**src/rtl/ist_pkg.sv**
```systemverilog
// Package: constants and carrier types of the interrupt status flag block
package ist_pkg;

    // ------------------------------------------------------------------
    // Register map
    // ------------------------------------------------------------------
    localparam logic [9:0] IST_OFS_FLAGS = 10'h058;
    localparam logic [9:0] IST_OFS_ENABLE = 10'h05C;
    localparam logic [31:0] IST_FLAGS_RESET = 32'h0000_0000;
    localparam logic [31:0] IST_ENABLE_RESET = 32'h0000_0000;

    // ------------------------------------------------------------------
    // Field positions
    // ------------------------------------------------------------------
    localparam int IST_BIT_SWREQ = 31;
    localparam int IST_BIT_READY = 30;
    localparam int IST_BIT_TSU = 29;
    localparam int IST_BIT_FABRIC = 28;
    localparam int IST_BIT_PHY2 = 27;
    localparam int IST_BIT_PHY1 = 26;
    localparam int IST_BIT_TXHALT = 25;
    localparam int IST_BIT_RXHALT = 24;
    localparam int IST_BIT_DROPHALF = 23;
    localparam int IST_BIT_TXLOAD = 21;
    localparam int IST_BIT_RXCOUNT = 20;
    localparam int IST_BIT_TIMER = 19;
    localparam int IST_BIT_POWER = 17;
    localparam int IST_BIT_TXSOVF = 16;
    localparam int IST_BIT_RXOVS = 15;

    // Sticky write-one-to-clear bits and read-only summary bits
    localparam logic [31:0] IST_W1C_MASK = 32'hC3BB_8000;
    localparam logic [31:0] IST_RO_MASK = 32'h3C00_0000;
    localparam logic [31:0] IST_POWER_MASK = 32'h0002_0000;

    // ------------------------------------------------------------------
    // Counters
    // ------------------------------------------------------------------
    localparam logic [15:0] IST_TIMER_ZERO = 16'h0000;
    localparam logic [15:0] IST_TIMER_MAX = 16'hFFFF;

    // ------------------------------------------------------------------
    // Carrier types
    // ------------------------------------------------------------------
    typedef struct packed {
        logic rd;
        logic wr;
        logic [9:0] addr;
        logic [31:0] wdata;
    } ist_bus_req_t;

    typedef struct packed {
        logic ts_event;
        logic fabric_event;
        logic port2_phy_event;
        logic port1_phy_event;
        logic tx_halt_req;
        logic tx_halted;
        logic rx_halted;
        logic drop_count_msb;
        logic tx_buf_done;
        logic completion_notify;
        logic rx_count_done;
        logic [15:0] timer_count_value;
        logic power_event;
        logic pmt_unmasked_pending;
        logic tx_status_overflow;
        logic rx_oversize;
        logic deassert_active;
    } ist_events_t;

endpackage

```
**src/rtl/ist_sticky.sv**
```systemverilog
// Module: one sticky write-one-to-clear flag bit
`timescale 1ns/1ps
module ist_sticky
    import ist_pkg::*;
(
    // Clock and reset
    input wire logic i_core_clk,
    input wire logic i_rst,
    // Control
    input wire logic i_set,
    input wire logic i_clr,
    // Flag
    output logic o_flag
);

    logic flag_q;
    logic flag_d;

    // Set wins over a clear in the same cycle, so no event is lost
    always_comb begin
        flag_d = flag_q;
        if (i_clr) begin
            flag_d = 1'b0;
        end
        if (i_set) begin
            flag_d = 1'b1;
        end
    end

    always_ff @(posedge i_core_clk or posedge i_rst) begin
        if (i_rst) begin
            flag_q <= 1'b0;
        end else begin
            flag_q <= flag_d;
        end
    end

    assign o_flag = flag_q;

endmodule

```
**src/rtl/ist_rise.sv**
```systemverilog
// Module: rising edge detector for a level from same-clock logic
`timescale 1ns/1ps
module ist_rise
    import ist_pkg::*;
(
    // Clock and reset
    input wire logic i_core_clk,
    input wire logic i_rst,
    // Level in, pulse out
    input wire logic i_level,
    output logic o_pulse
);

    logic prev_q;

    always_ff @(posedge i_core_clk or posedge i_rst) begin
        if (i_rst) begin
            prev_q <= 1'b0;
        end else begin
            prev_q <= i_level;
        end
    end

    assign o_pulse = i_level & ~prev_q;

endmodule

```
**src/rtl/ist_flags.sv**
```systemverilog
// Module: interrupt status flags with enable register and request outputs
`timescale 1ns/1ps

module ist_flags
    import ist_pkg::*;
(
    // Clock and reset
    input wire logic i_core_clk,
    input wire logic i_rst,
    // Register port from the host interface
    input ist_bus_req_t i_bus,
    output logic [31:0] o_rdata,
    output logic o_rvalid,
    // Event sources
    input ist_events_t i_events,
    // Requests
    output logic o_master_req,
    output logic o_irq_req
);

    // ------------------------------------------------------------------
    // State
    // ------------------------------------------------------------------
    typedef struct packed {
        logic [31:0] enable;
        logic [3:0] ro_flags;
        logic ready_pend;
        logic [15:0] timer_prev;
        logic [31:0] rdata;
        logic rvalid;
        logic master;
        logic irq;
    } ist_state_t;

    ist_state_t st_q;
    ist_state_t st_d;

    logic [31:0] set_vec;
    logic [31:0] clr_vec;
    logic [31:0] sticky;
    logic [31:0] flags;
    logic [31:0] pending;
    logic pend_any;
    logic pend_normal;
    logic pend_power;
    logic wr_flags;
    logic wr_enable;
    logic rd_hit;
    logic tx_halt_rise;
    logic rx_halt_rise;
    logic drop_half_rise;
    logic timer_wrap;
    logic swreq_rise;

    assign wr_flags = i_bus.wr && (i_bus.addr == IST_OFS_FLAGS);
    assign wr_enable = i_bus.wr && (i_bus.addr == IST_OFS_ENABLE);
    assign rd_hit = i_bus.rd;

    // ------------------------------------------------------------------
    // Event edges
    // ------------------------------------------------------------------
    ist_rise u_tx_halt_rise (
        .i_core_clk(i_core_clk),
        .i_rst(i_rst),
        .i_level(i_events.tx_halt_req & i_events.tx_halted),
        .o_pulse(tx_halt_rise)
    );

    ist_rise u_rx_halt_rise (
        .i_core_clk(i_core_clk),
        .i_rst(i_rst),
        .i_level(i_events.rx_halted),
        .o_pulse(rx_halt_rise)
    );

    ist_rise u_drop_half_rise (
        .i_core_clk(i_core_clk),
        .i_rst(i_rst),
        .i_level(i_events.drop_count_msb),
        .o_pulse(drop_half_rise)
    );

    // Wrap is seen as zero followed by the maximum count
    assign timer_wrap = (st_q.timer_prev == IST_TIMER_ZERO)
        && (i_events.timer_count_value == IST_TIMER_MAX);

    // Only a 0 to 1 transition of the enable bit raises the request
    assign swreq_rise = wr_enable && i_bus.wdata[IST_BIT_SWREQ]
        && !st_q.enable[IST_BIT_SWREQ];

    // ------------------------------------------------------------------
    // Set and clear vectors
    // ------------------------------------------------------------------
    always_comb begin
        set_vec = 32'h0000_0000;
        set_vec[IST_BIT_SWREQ] = swreq_rise;
        set_vec[IST_BIT_READY] = st_q.ready_pend;
        set_vec[IST_BIT_TXHALT] = tx_halt_rise;
        set_vec[IST_BIT_RXHALT] = rx_halt_rise;
        set_vec[IST_BIT_DROPHALF] = drop_half_rise;
        set_vec[IST_BIT_TXLOAD] = i_events.tx_buf_done
            & i_events.completion_notify;
        set_vec[IST_BIT_RXCOUNT] = i_events.rx_count_done;
        set_vec[IST_BIT_TIMER] = timer_wrap;
        set_vec[IST_BIT_POWER] = i_events.power_event;
        set_vec[IST_BIT_TXSOVF] = i_events.tx_status_overflow;
        set_vec[IST_BIT_RXOVS] = i_events.rx_oversize;
        clr_vec = 32'h0000_0000;
        if (wr_flags) begin
            clr_vec = i_bus.wdata & IST_W1C_MASK;
        end
        // Power flag refuses its clear while control bits are still pending
        if (i_events.pmt_unmasked_pending) begin
            clr_vec[IST_BIT_POWER] = 1'b0;
        end
    end

    // ------------------------------------------------------------------
    // Sticky flags, one cell per writable bit
    // ------------------------------------------------------------------
    genvar gi;
    generate
        for (gi = 0; gi < 32; gi++) begin : g_flag
            if (IST_W1C_MASK[gi]) begin : g_sticky
                ist_sticky u_cell (
                    .i_core_clk(i_core_clk),
                    .i_rst(i_rst),
                    .i_set(set_vec[gi]),
                    .i_clr(clr_vec[gi]),
                    .o_flag(sticky[gi])
                );
            end else begin : g_none
                assign sticky[gi] = 1'b0;
            end
        end
    endgenerate

    // Reserved bits stay zero since neither mask covers them
    always_comb begin
        flags = sticky;
        flags[IST_BIT_TSU] = st_q.ro_flags[3];
        flags[IST_BIT_FABRIC] = st_q.ro_flags[2];
        flags[IST_BIT_PHY2] = st_q.ro_flags[1];
        flags[IST_BIT_PHY1] = st_q.ro_flags[0];
    end

    assign pending = flags & st_q.enable;
    assign pend_any = |pending;
    assign pend_normal = |(pending & ~IST_POWER_MASK);
    assign pend_power = |(pending & IST_POWER_MASK);

    // ------------------------------------------------------------------
    // Next state
    // ------------------------------------------------------------------
    always_comb begin
        st_d = st_q;
        st_d.ready_pend = 1'b0;
        st_d.timer_prev = i_events.timer_count_value;
        st_d.ro_flags = {i_events.ts_event, i_events.fabric_event,
            i_events.port2_phy_event, i_events.port1_phy_event};
        if (wr_enable) begin
            st_d.enable = i_bus.wdata;
        end
        st_d.rvalid = rd_hit;
        st_d.rdata = 32'h0000_0000;
        if (rd_hit && (i_bus.addr == IST_OFS_FLAGS)) begin
            st_d.rdata = flags;
        end else if (rd_hit && (i_bus.addr == IST_OFS_ENABLE)) begin
            st_d.rdata = st_q.enable;
        end
        st_d.master = pend_any;
        // Deassertion window only masks the ordinary sources
        st_d.irq = (pend_normal && !i_events.deassert_active) || pend_power;
    end

    always_ff @(posedge i_core_clk or posedge i_rst) begin
        if (i_rst) begin
            st_q.enable <= IST_ENABLE_RESET;
            st_q.ro_flags <= 4'h0;
            st_q.ready_pend <= 1'b1;
            st_q.timer_prev <= IST_TIMER_ZERO;
            st_q.rdata <= 32'h0000_0000;
            st_q.rvalid <= 1'b0;
            st_q.master <= 1'b0;
            st_q.irq <= 1'b0;
        end else begin
            st_q <= st_d;
        end
    end

    assign o_rdata = st_q.rdata;
    assign o_rvalid = st_q.rvalid;
    assign o_master_req = st_q.master;
    assign o_irq_req = st_q.irq;

    // ------------------------------------------------------------------
    // Checks
    // ------------------------------------------------------------------
    property p_swreq_set;
        @(posedge i_core_clk) disable iff (i_rst)
        (wr_enable && i_bus.wdata[31] && !st_q.enable[31]) |=> flags[31];
    endproperty
    a_swreq_set: assert property (p_swreq_set)
        else $error("software request flag not set");

    property p_ready_once;
        @(posedge i_core_clk) disable iff (i_rst)
        st_q.ready_pend |=> (flags[30] && !st_q.ready_pend);
    endproperty
    a_ready_once: assert property (p_ready_once)
        else $error("ready flag not set after reset");

    property p_ro_mirror;
        @(posedge i_core_clk) disable iff (i_rst)
        ##1 flags[29:26] == $past(st_d.ro_flags);
    endproperty
    a_ro_mirror: assert property (p_ro_mirror)
        else $error("read-only summary bits do not follow sources");

    property p_w1c_clear;
        @(posedge i_core_clk) disable iff (i_rst)
        (wr_flags && i_bus.wdata[24] && flags[24] && !rx_halt_rise) |=> !flags[24];
    endproperty
    a_w1c_clear: assert property (p_w1c_clear)
        else $error("receiver halt flag not cleared by write of one");

    property p_zero_write_keeps;
        @(posedge i_core_clk) disable iff (i_rst)
        (wr_flags && !i_bus.wdata[21] && flags[21]) |=> flags[21];
    endproperty
    a_zero_write_keeps: assert property (p_zero_write_keeps)
        else $error("write of zero changed a flag");

    property p_drop_half;
        @(posedge i_core_clk) disable iff (i_rst)
        $rose(i_events.drop_count_msb) |=> flags[23] [*1];
    endproperty
    a_drop_half: assert property (p_drop_half)
        else $error("drop counter midpoint flag missing");

    property p_timer_wrap;
        @(posedge i_core_clk) disable iff (i_rst)
        (i_events.timer_count_value == 16'hFFFF && st_q.timer_prev == 16'h0000)
            |=> flags[19];
    endproperty
    a_timer_wrap: assert property (p_timer_wrap)
        else $error("timer wrap flag missing");

    property p_power_hold;
        @(posedge i_core_clk) disable iff (i_rst)
        (wr_flags && flags[17] && i_events.pmt_unmasked_pending) |=> flags[17];
    endproperty
    a_power_hold: assert property (p_power_hold)
        else $error("power flag cleared while control bits pending");

    property p_power_irq;
        @(posedge i_core_clk) disable iff (i_rst)
        (flags[17] && st_q.enable[17]) |=> o_irq_req;
    endproperty
    a_power_irq: assert property (p_power_irq)
        else $error("power flag request delayed");

    property p_master;
        @(posedge i_core_clk) disable iff (i_rst)
        ##1 o_master_req == $past(pend_any);
    endproperty
    a_master: assert property (p_master)
        else $error("master request does not follow enabled flags");

    property p_reserved_zero;
        @(posedge i_core_clk) disable iff (i_rst)
        o_rvalid |-> (o_rdata[22] == 1'b0 && o_rdata[18] == 1'b0
            && o_rdata[14:0] == 15'h0000) || $past(i_bus.addr) == IST_OFS_ENABLE;
    endproperty
    a_reserved_zero: assert property (p_reserved_zero)
        else $error("reserved bits read nonzero");

    property p_oversize;
        @(posedge i_core_clk) disable iff (i_rst)
        i_events.rx_oversize |=> flags[15] && !o_rvalid || flags[15];
    endproperty
    a_oversize: assert property (p_oversize)
        else $error("oversize receive flag missing");

endmodule

```
**config.mk**
```make
export PLATFORM = sky130hd
export DESIGN_NAME = ist_flags
export DESIGN_NICKNAME = d
export VERILOG_FILES = /design/src/rtl/ist_pkg.sv /design/src/rtl/ist_sticky.sv /design/src/rtl/ist_rise.sv /design/src/rtl/ist_flags.sv
export SDC_FILE = /design/constraint.sdc
export NUM_CORES = 1
export LEC_CHECK = 0
export ABC_AREA = 1
export BUFFER_PORTS_ARGS = -buffer_cell sky130_fd_sc_hd__buf_2
export CAP_MARGIN = 20
export CORE_UTILIZATION = 29
export DETAILED_ROUTE_END_ITERATION = 10
export SLEW_MARGIN = 20
export SYNTH_ARGS = -nofsm -noshare
export SYNTH_HDL_FRONTEND = slang
export SYNTH_SLANG_ARGS = --single-unit
```
**constraint.sdc**
```tcl
create_clock -name i_core_clk -period 3.3 [get_ports i_core_clk]
set_input_delay 0.66 -clock i_core_clk [delete_from_list [all_inputs] [get_ports i_core_clk]]
set_output_delay 0.66 -clock i_core_clk [all_outputs]
set_load 0.01 [all_outputs]
```
==> impl_metrics.prom <==
# TYPE chip_impl_metric gauge
chip_impl_metric{name="yosys-mux-area-fraction",unit=""} 0
chip_impl_metric{name="power_report.internal_total",unit="mW"} 1.83
chip_impl_metric{name="seq_power_share",unit=""} 0.546
chip_impl_metric{name="remaining_drc_errors",unit=""} 0
chip_impl_metric{name="timing.max_slew.rel_slack",unit=""} 0.455
chip_impl_metric{name="post_route_setup_tns",unit="ns"} 0
chip_impl_metric{name="synth.lib_cells_used.distinct",unit=""} 22
chip_impl_metric{name="finalClockSkew",unit="ns"} 0.00569
chip_impl_metric{name="synth.cell_area",unit="um^2"} 4240
chip_impl_metric{name="routed-via-count",unit=""} 3123
chip_impl_info{name="synth_top_cells_by_area",value="sky130_fd_sc_hd__dfrtp_1, sky130_fd_sc_hd__nand2_1, sky130_fd_sc_hd__buf_4"} 1
chip_impl_metric{name="avgSynthCellArea",unit="um^2"} 9.29
chip_impl_metric{name="insertedDiodeCount",unit=""} 0
chip_impl_metric{name="synth_edf_count",unit=""} 0
chip_impl_metric{name="total_core_area",unit="um^2"} 14100
chip_impl_metric{name="p_sw",unit="mW"} 0.518
chip_impl_metric{name="drt_total_wl",unit="mm"} 9.48
chip_impl_metric{name="antenna_violating_nets_post_route",unit=""} 0
chip_impl_metric{name="power_frac_comb",unit=""} 0.053
chip_impl_info{name="clock_tree_from_tritoncts",value="built"} 1
chip_impl_metric{name="slowest_delay",unit="ns"} 0.39
chip_impl_metric{name="multi_input_area",unit="um^2"} 1220
chip_impl_metric{name="clk_path_buf_depth",unit=""} 2
chip_impl_info{name="cell_with_the_biggest_individual_delay_on_the_critical_path",value="sky130_fd_sc_hd__nand3_4"} 1
chip_impl_metric{name="detailedPlace.worstSlack",unit="ns"} 0.973
chip_impl_metric{name="gr-usage-all-layers",unit=""} 0.139
chip_impl_metric{name="postSynthRegisterBits",unit=""} 102
chip_impl_metric{name="num_io_pins",unit=""} 113
chip_impl_metric{name="post-synth-top-area-fraction",unit=""} 0.596
chip_impl_metric{name="layout.filler_cells",unit=""} 1466
chip_impl_metric{name="initial_util",unit=""} 0.301
chip_impl_metric{name="max-vdd-ir-drop",unit="V"} 0.000274
chip_impl_metric{name="clock-sinks",unit=""} 102
chip_impl_metric{name="static_leakage_power",unit="nW"} 2.60
chip_impl_metric{name="worst_ep_arrival_time",unit="ns"} 2.17
chip_impl_info{name="postSynth.topFlopCell",value="sky130_fd_sc_hd__dfrtp_1"} 1
chip_impl_metric{name="net_count_reported_at_finish",unit=""} 608
chip_impl_metric{name="fin_area",unit="um^2"} 4930
chip_impl_metric{name="mappedNetlistNets",unit=""} 535
chip_impl_metric{name="p_per_area",unit="nW/um^2"} 477
chip_impl_info{name="cts.root.buffer_cell",value="sky130_fd_sc_hd__clkbuf_16"} 1
chip_impl_metric{name="clkLatencyLatePin",unit="ns"} 0.35
chip_impl_metric{name="core.rowCount",unit=""} 43
chip_impl_metric{name="grt-ovfl-total",unit=""} 0
chip_impl_metric{name="post_synth_fa_ha_maj_area_fraction",unit=""} 0
chip_impl_metric{name="total_number_of_yosys_warnings",unit=""} 0
chip_impl_metric{name="r2r_setup_slack",unit="ns"} 2.10
chip_impl_info{name="synth_top_family_by_area",value="simple AND/OR/NAND/NOR gates"} 1
chip_impl_metric{name="setup_viol",unit=""} 0
chip_impl_metric{name="grt_pass1_vias",unit=""} 3178
chip_impl_metric{name="final_core_utilization",unit=""} 0.349
chip_impl_metric{name="min_period_over_period",unit=""} 0.590
chip_impl_metric{name="synth_compound_area_frac",unit=""} 0.0221
chip_impl_info{name="worstPathCellList",value="buf_2, nor2_1, nand2_1, nor2_4, buf_4, nand3_4, nand2_1, o21ai_2"} 1
chip_impl_metric{name="synthArstFlopShare",unit=""} 1.00
chip_impl_metric{name="timing_max_transition_violations_final",unit=""} 0
chip_impl_info{name="most_frequent_cell_on_the_critical_path",value="sky130_fd_sc_hd__nand2_1"} 1
chip_impl_metric{name="grt_max_degree",unit=""} 80
chip_impl_metric{name="fp.dieArea",unit="um^2"} 15100
chip_impl_metric{name="placed_cells_incl_taps",unit=""} 699
chip_impl_metric{name="drt_first_pass_iters",unit=""} 5
chip_impl_info{name="setup.worst_path.start_class",value="input port"} 1
chip_impl_metric{name="cts_max_level",unit=""} 3
chip_impl_metric{name="max_freq",unit="MHz"} 514
chip_impl_metric{name="finalNonFillerCells",unit=""} 714
chip_impl_metric{name="fraction_of_layout_instances_using_a_drive_strength_above_1",unit=""} 0.257
chip_impl_metric{name="post-cts-setup-buffers",unit=""} 0
chip_impl_metric{name="ys_seq_area_frac",unit=""} 0.602
chip_impl_metric{name="regArea",unit="um^2"} 2550
chip_impl_info{name="synth_commonest_cells",value="sky130_fd_sc_hd__nand2_1, sky130_fd_sc_hd__dfrtp_1, sky130_fd_sc_hd__nor2_1"} 1
chip_impl_metric{name="route.detailed.vias_per_inst",unit=""} 4.37
chip_impl_info{name="status",value="finished, final reports clean"} 1
chip_impl_metric{name="initial_detailed_routing_violation_count",unit=""} 198
chip_impl_metric{name="die_x",unit="um"} 123
chip_impl_metric{name="place.detailed.hpwl",unit="mm"} 6.43
chip_impl_metric{name="wire_per_inst",unit="um"} 13.3
chip_impl_metric{name="drv_cap",unit=""} 0
chip_impl_metric{name="worstPathMaxFanout",unit=""} 31
chip_impl_metric{name="detailed_place.area",unit="um^2"} 4670
chip_impl_metric{name="power_switching_share",unit=""} 0.221
chip_impl_metric{name="routabilityCongestion",unit=""} 0.724
chip_impl_metric{name="synthesis.instances",unit=""} 457
chip_impl_metric{name="area_growth_syn_to_fin",unit="%"} 16.1
chip_impl_info{name="worst_setup_path_end_kind",value="flop"} 1
chip_impl_metric{name="worst_setup_hold_path_clk_slew",unit="ns"} 0.06
chip_impl_metric{name="fp.dieH",unit="um"} 123
chip_impl_metric{name="yosys.area_share.xor_xnor",unit=""} 0
chip_impl_info{name="worstSetupPathType",value="input port to flop"} 1
chip_impl_info{name="post-synth-top-count-cell",value="sky130_fd_sc_hd__nand2_1"} 1
chip_impl_metric{name="fin_crit",unit="ns"} 1.95
chip_impl_metric{name="smallest_setup_slack_after_layout",unit="ns"} 1.35
chip_impl_metric{name="numCtsBuffers",unit=""} 9
chip_impl_metric{name="tightest_pin_transition",unit="ns"} 0.815
chip_impl_info{name="hold_path.class",value="input port to async pin"} 1
chip_impl_metric{name="timing.final.hold_violations",unit=""} 0
chip_impl_metric{name="cp_data_required_time",unit="ns"} 3.53
chip_impl_metric{name="simple_logic_cell_fraction_of_the_synthesized_area",unit=""} 0.265
chip_impl_metric{name="power.clock.fraction",unit=""} 0.401
chip_impl_metric{name="grt_pass1_wl",unit="mm"} 15.8
chip_impl_metric{name="post_cts_resized",unit=""} 0
chip_impl_metric{name="io_buffers",unit=""} 112
chip_impl_metric{name="antenna_found_initial",unit=""} 0
chip_impl_metric{name="cts_stage_hold_buffer_count",unit=""} 0
chip_impl_info{name="yosysTopAreaCell",value="sky130_fd_sc_hd__dfrtp_1"} 1
chip_impl_info{name="grt_setup_unrepaired",value="no"} 1
state kept, by name, summed over array words and instances, names as in the netlist:
signal and flops:
g_flag.g_sticky.u_cell.o_flag 11, o_rvalid 1, u_drop_half_rise.prev_q 1, flags 4
set_vec 1, o_rdata 32, o_master_req 1, u_tx_halt_rise.prev_q 1
u_rx_halt_rise.prev_q 1, o_irq_req 1, st_q 48
stage by stage:
stage | total power, mW | hold WS (ns)
floorplan | 1.36 | 0.449
global placement | 1.43 | 0.461
detailed placement | 1.43 | 0.466
CTS | 2.39 | 0.358
global route | 2.45 | 0.381
finish | 2.35 | 0.352
kinds of logic (layout without fill, tap and decap cells):
group,Yosys count,count (layout)
and+or+nand+nor,262,262
DFF,102,102
buffers and inverters,74,151
AOI/OAI and AO/OA,18,18
other,1,1
power by group through the flow:
stage | registers (mW) | clock network [mW] | logic [mW]
after floorplan | 1.30 | 0 | 0.0544
after global placement | 1.31 | 0 | 0.124
after detailed placement | 1.31 | 0 | 0.127
after CTS | 1.28 | 0.981 | 0.128
after global routing | 1.28 | 1.02 | 0.143
final | 1.28 | 0.943 | 0.124
critical path, delay by kind of cell:
| family | cells | cell delay (ns) |
|---|---|---|
| buffers and inverters | 2 | 0.42 |
| AND/OR/NAND/NOR | 5 | 1.02 |
| AO/OA/AOI/OAI | 1 | 0.07 |
layout make-up:
cell class | instances | area share
Timing Repair Buffer | 114 | 0.119
Clock inverter | 1 | 0.00152
Tap cell | 180 | 0.0457
Inverter | 22 | 0.0175
Sequential cell | 102 | 0.518
Multi-Input combinational cell | 281 | 0.248
Clock buffer | 14 | 0.0495
cell usage in the layout (no fill, tap or decap), types with 3 or more instances in the layout:
cell and n:
sky130_fd_sc_hd__buf_2 112, sky130_fd_sc_hd__clkbuf_1 5, sky130_fd_sc_hd__clkbuf_16 9, sky130_fd_sc_hd__dfrtp_1 101
sky130_fd_sc_hd__inv_1 19, sky130_fd_sc_hd__nand2_1 182, sky130_fd_sc_hd__nand4_1 31, sky130_fd_sc_hd__nor2_1 39
sky130_fd_sc_hd__nor2_4 3, sky130_fd_sc_hd__o21ai_1 15
metal layers:
layer  part of all wire  vias up  global-route usage
met2               0.48      115               0.226
met5                  0        -                   0
met4              0.014        0              0.0520
met1               0.43     1455               0.175
li1                   -     1543                   -
met3              0.072       10              0.0411
final timing paths:
path / end / startpoint / depth (start not counted)
min: st_q[74]$_DFFE_PP0P_ / i_rst / 2
min reg2reg: g_flag[30].g_sticky.u_cell.o_flag$_DFFE_PP0P_ / set_vec[30]$_DFF_PP1_ / 2
max reg2reg: o_master_req$_DFF_PP0_ / g_flag[17].g_sticky.u_cell.o_flag$_DFFE_PP0P_ / 6
min in group i_core_clk: flags[28]$_DFF_PP0_ / i_events[30] / 1
max in group asynchronous: set_vec[30]$_DFF_PP1_ / i_rst / 3
max: st_q[73]$_DFFE_PP0P_ / i_bus[33] / 8
Note: power is estimated with default switching activity, not from simulation.
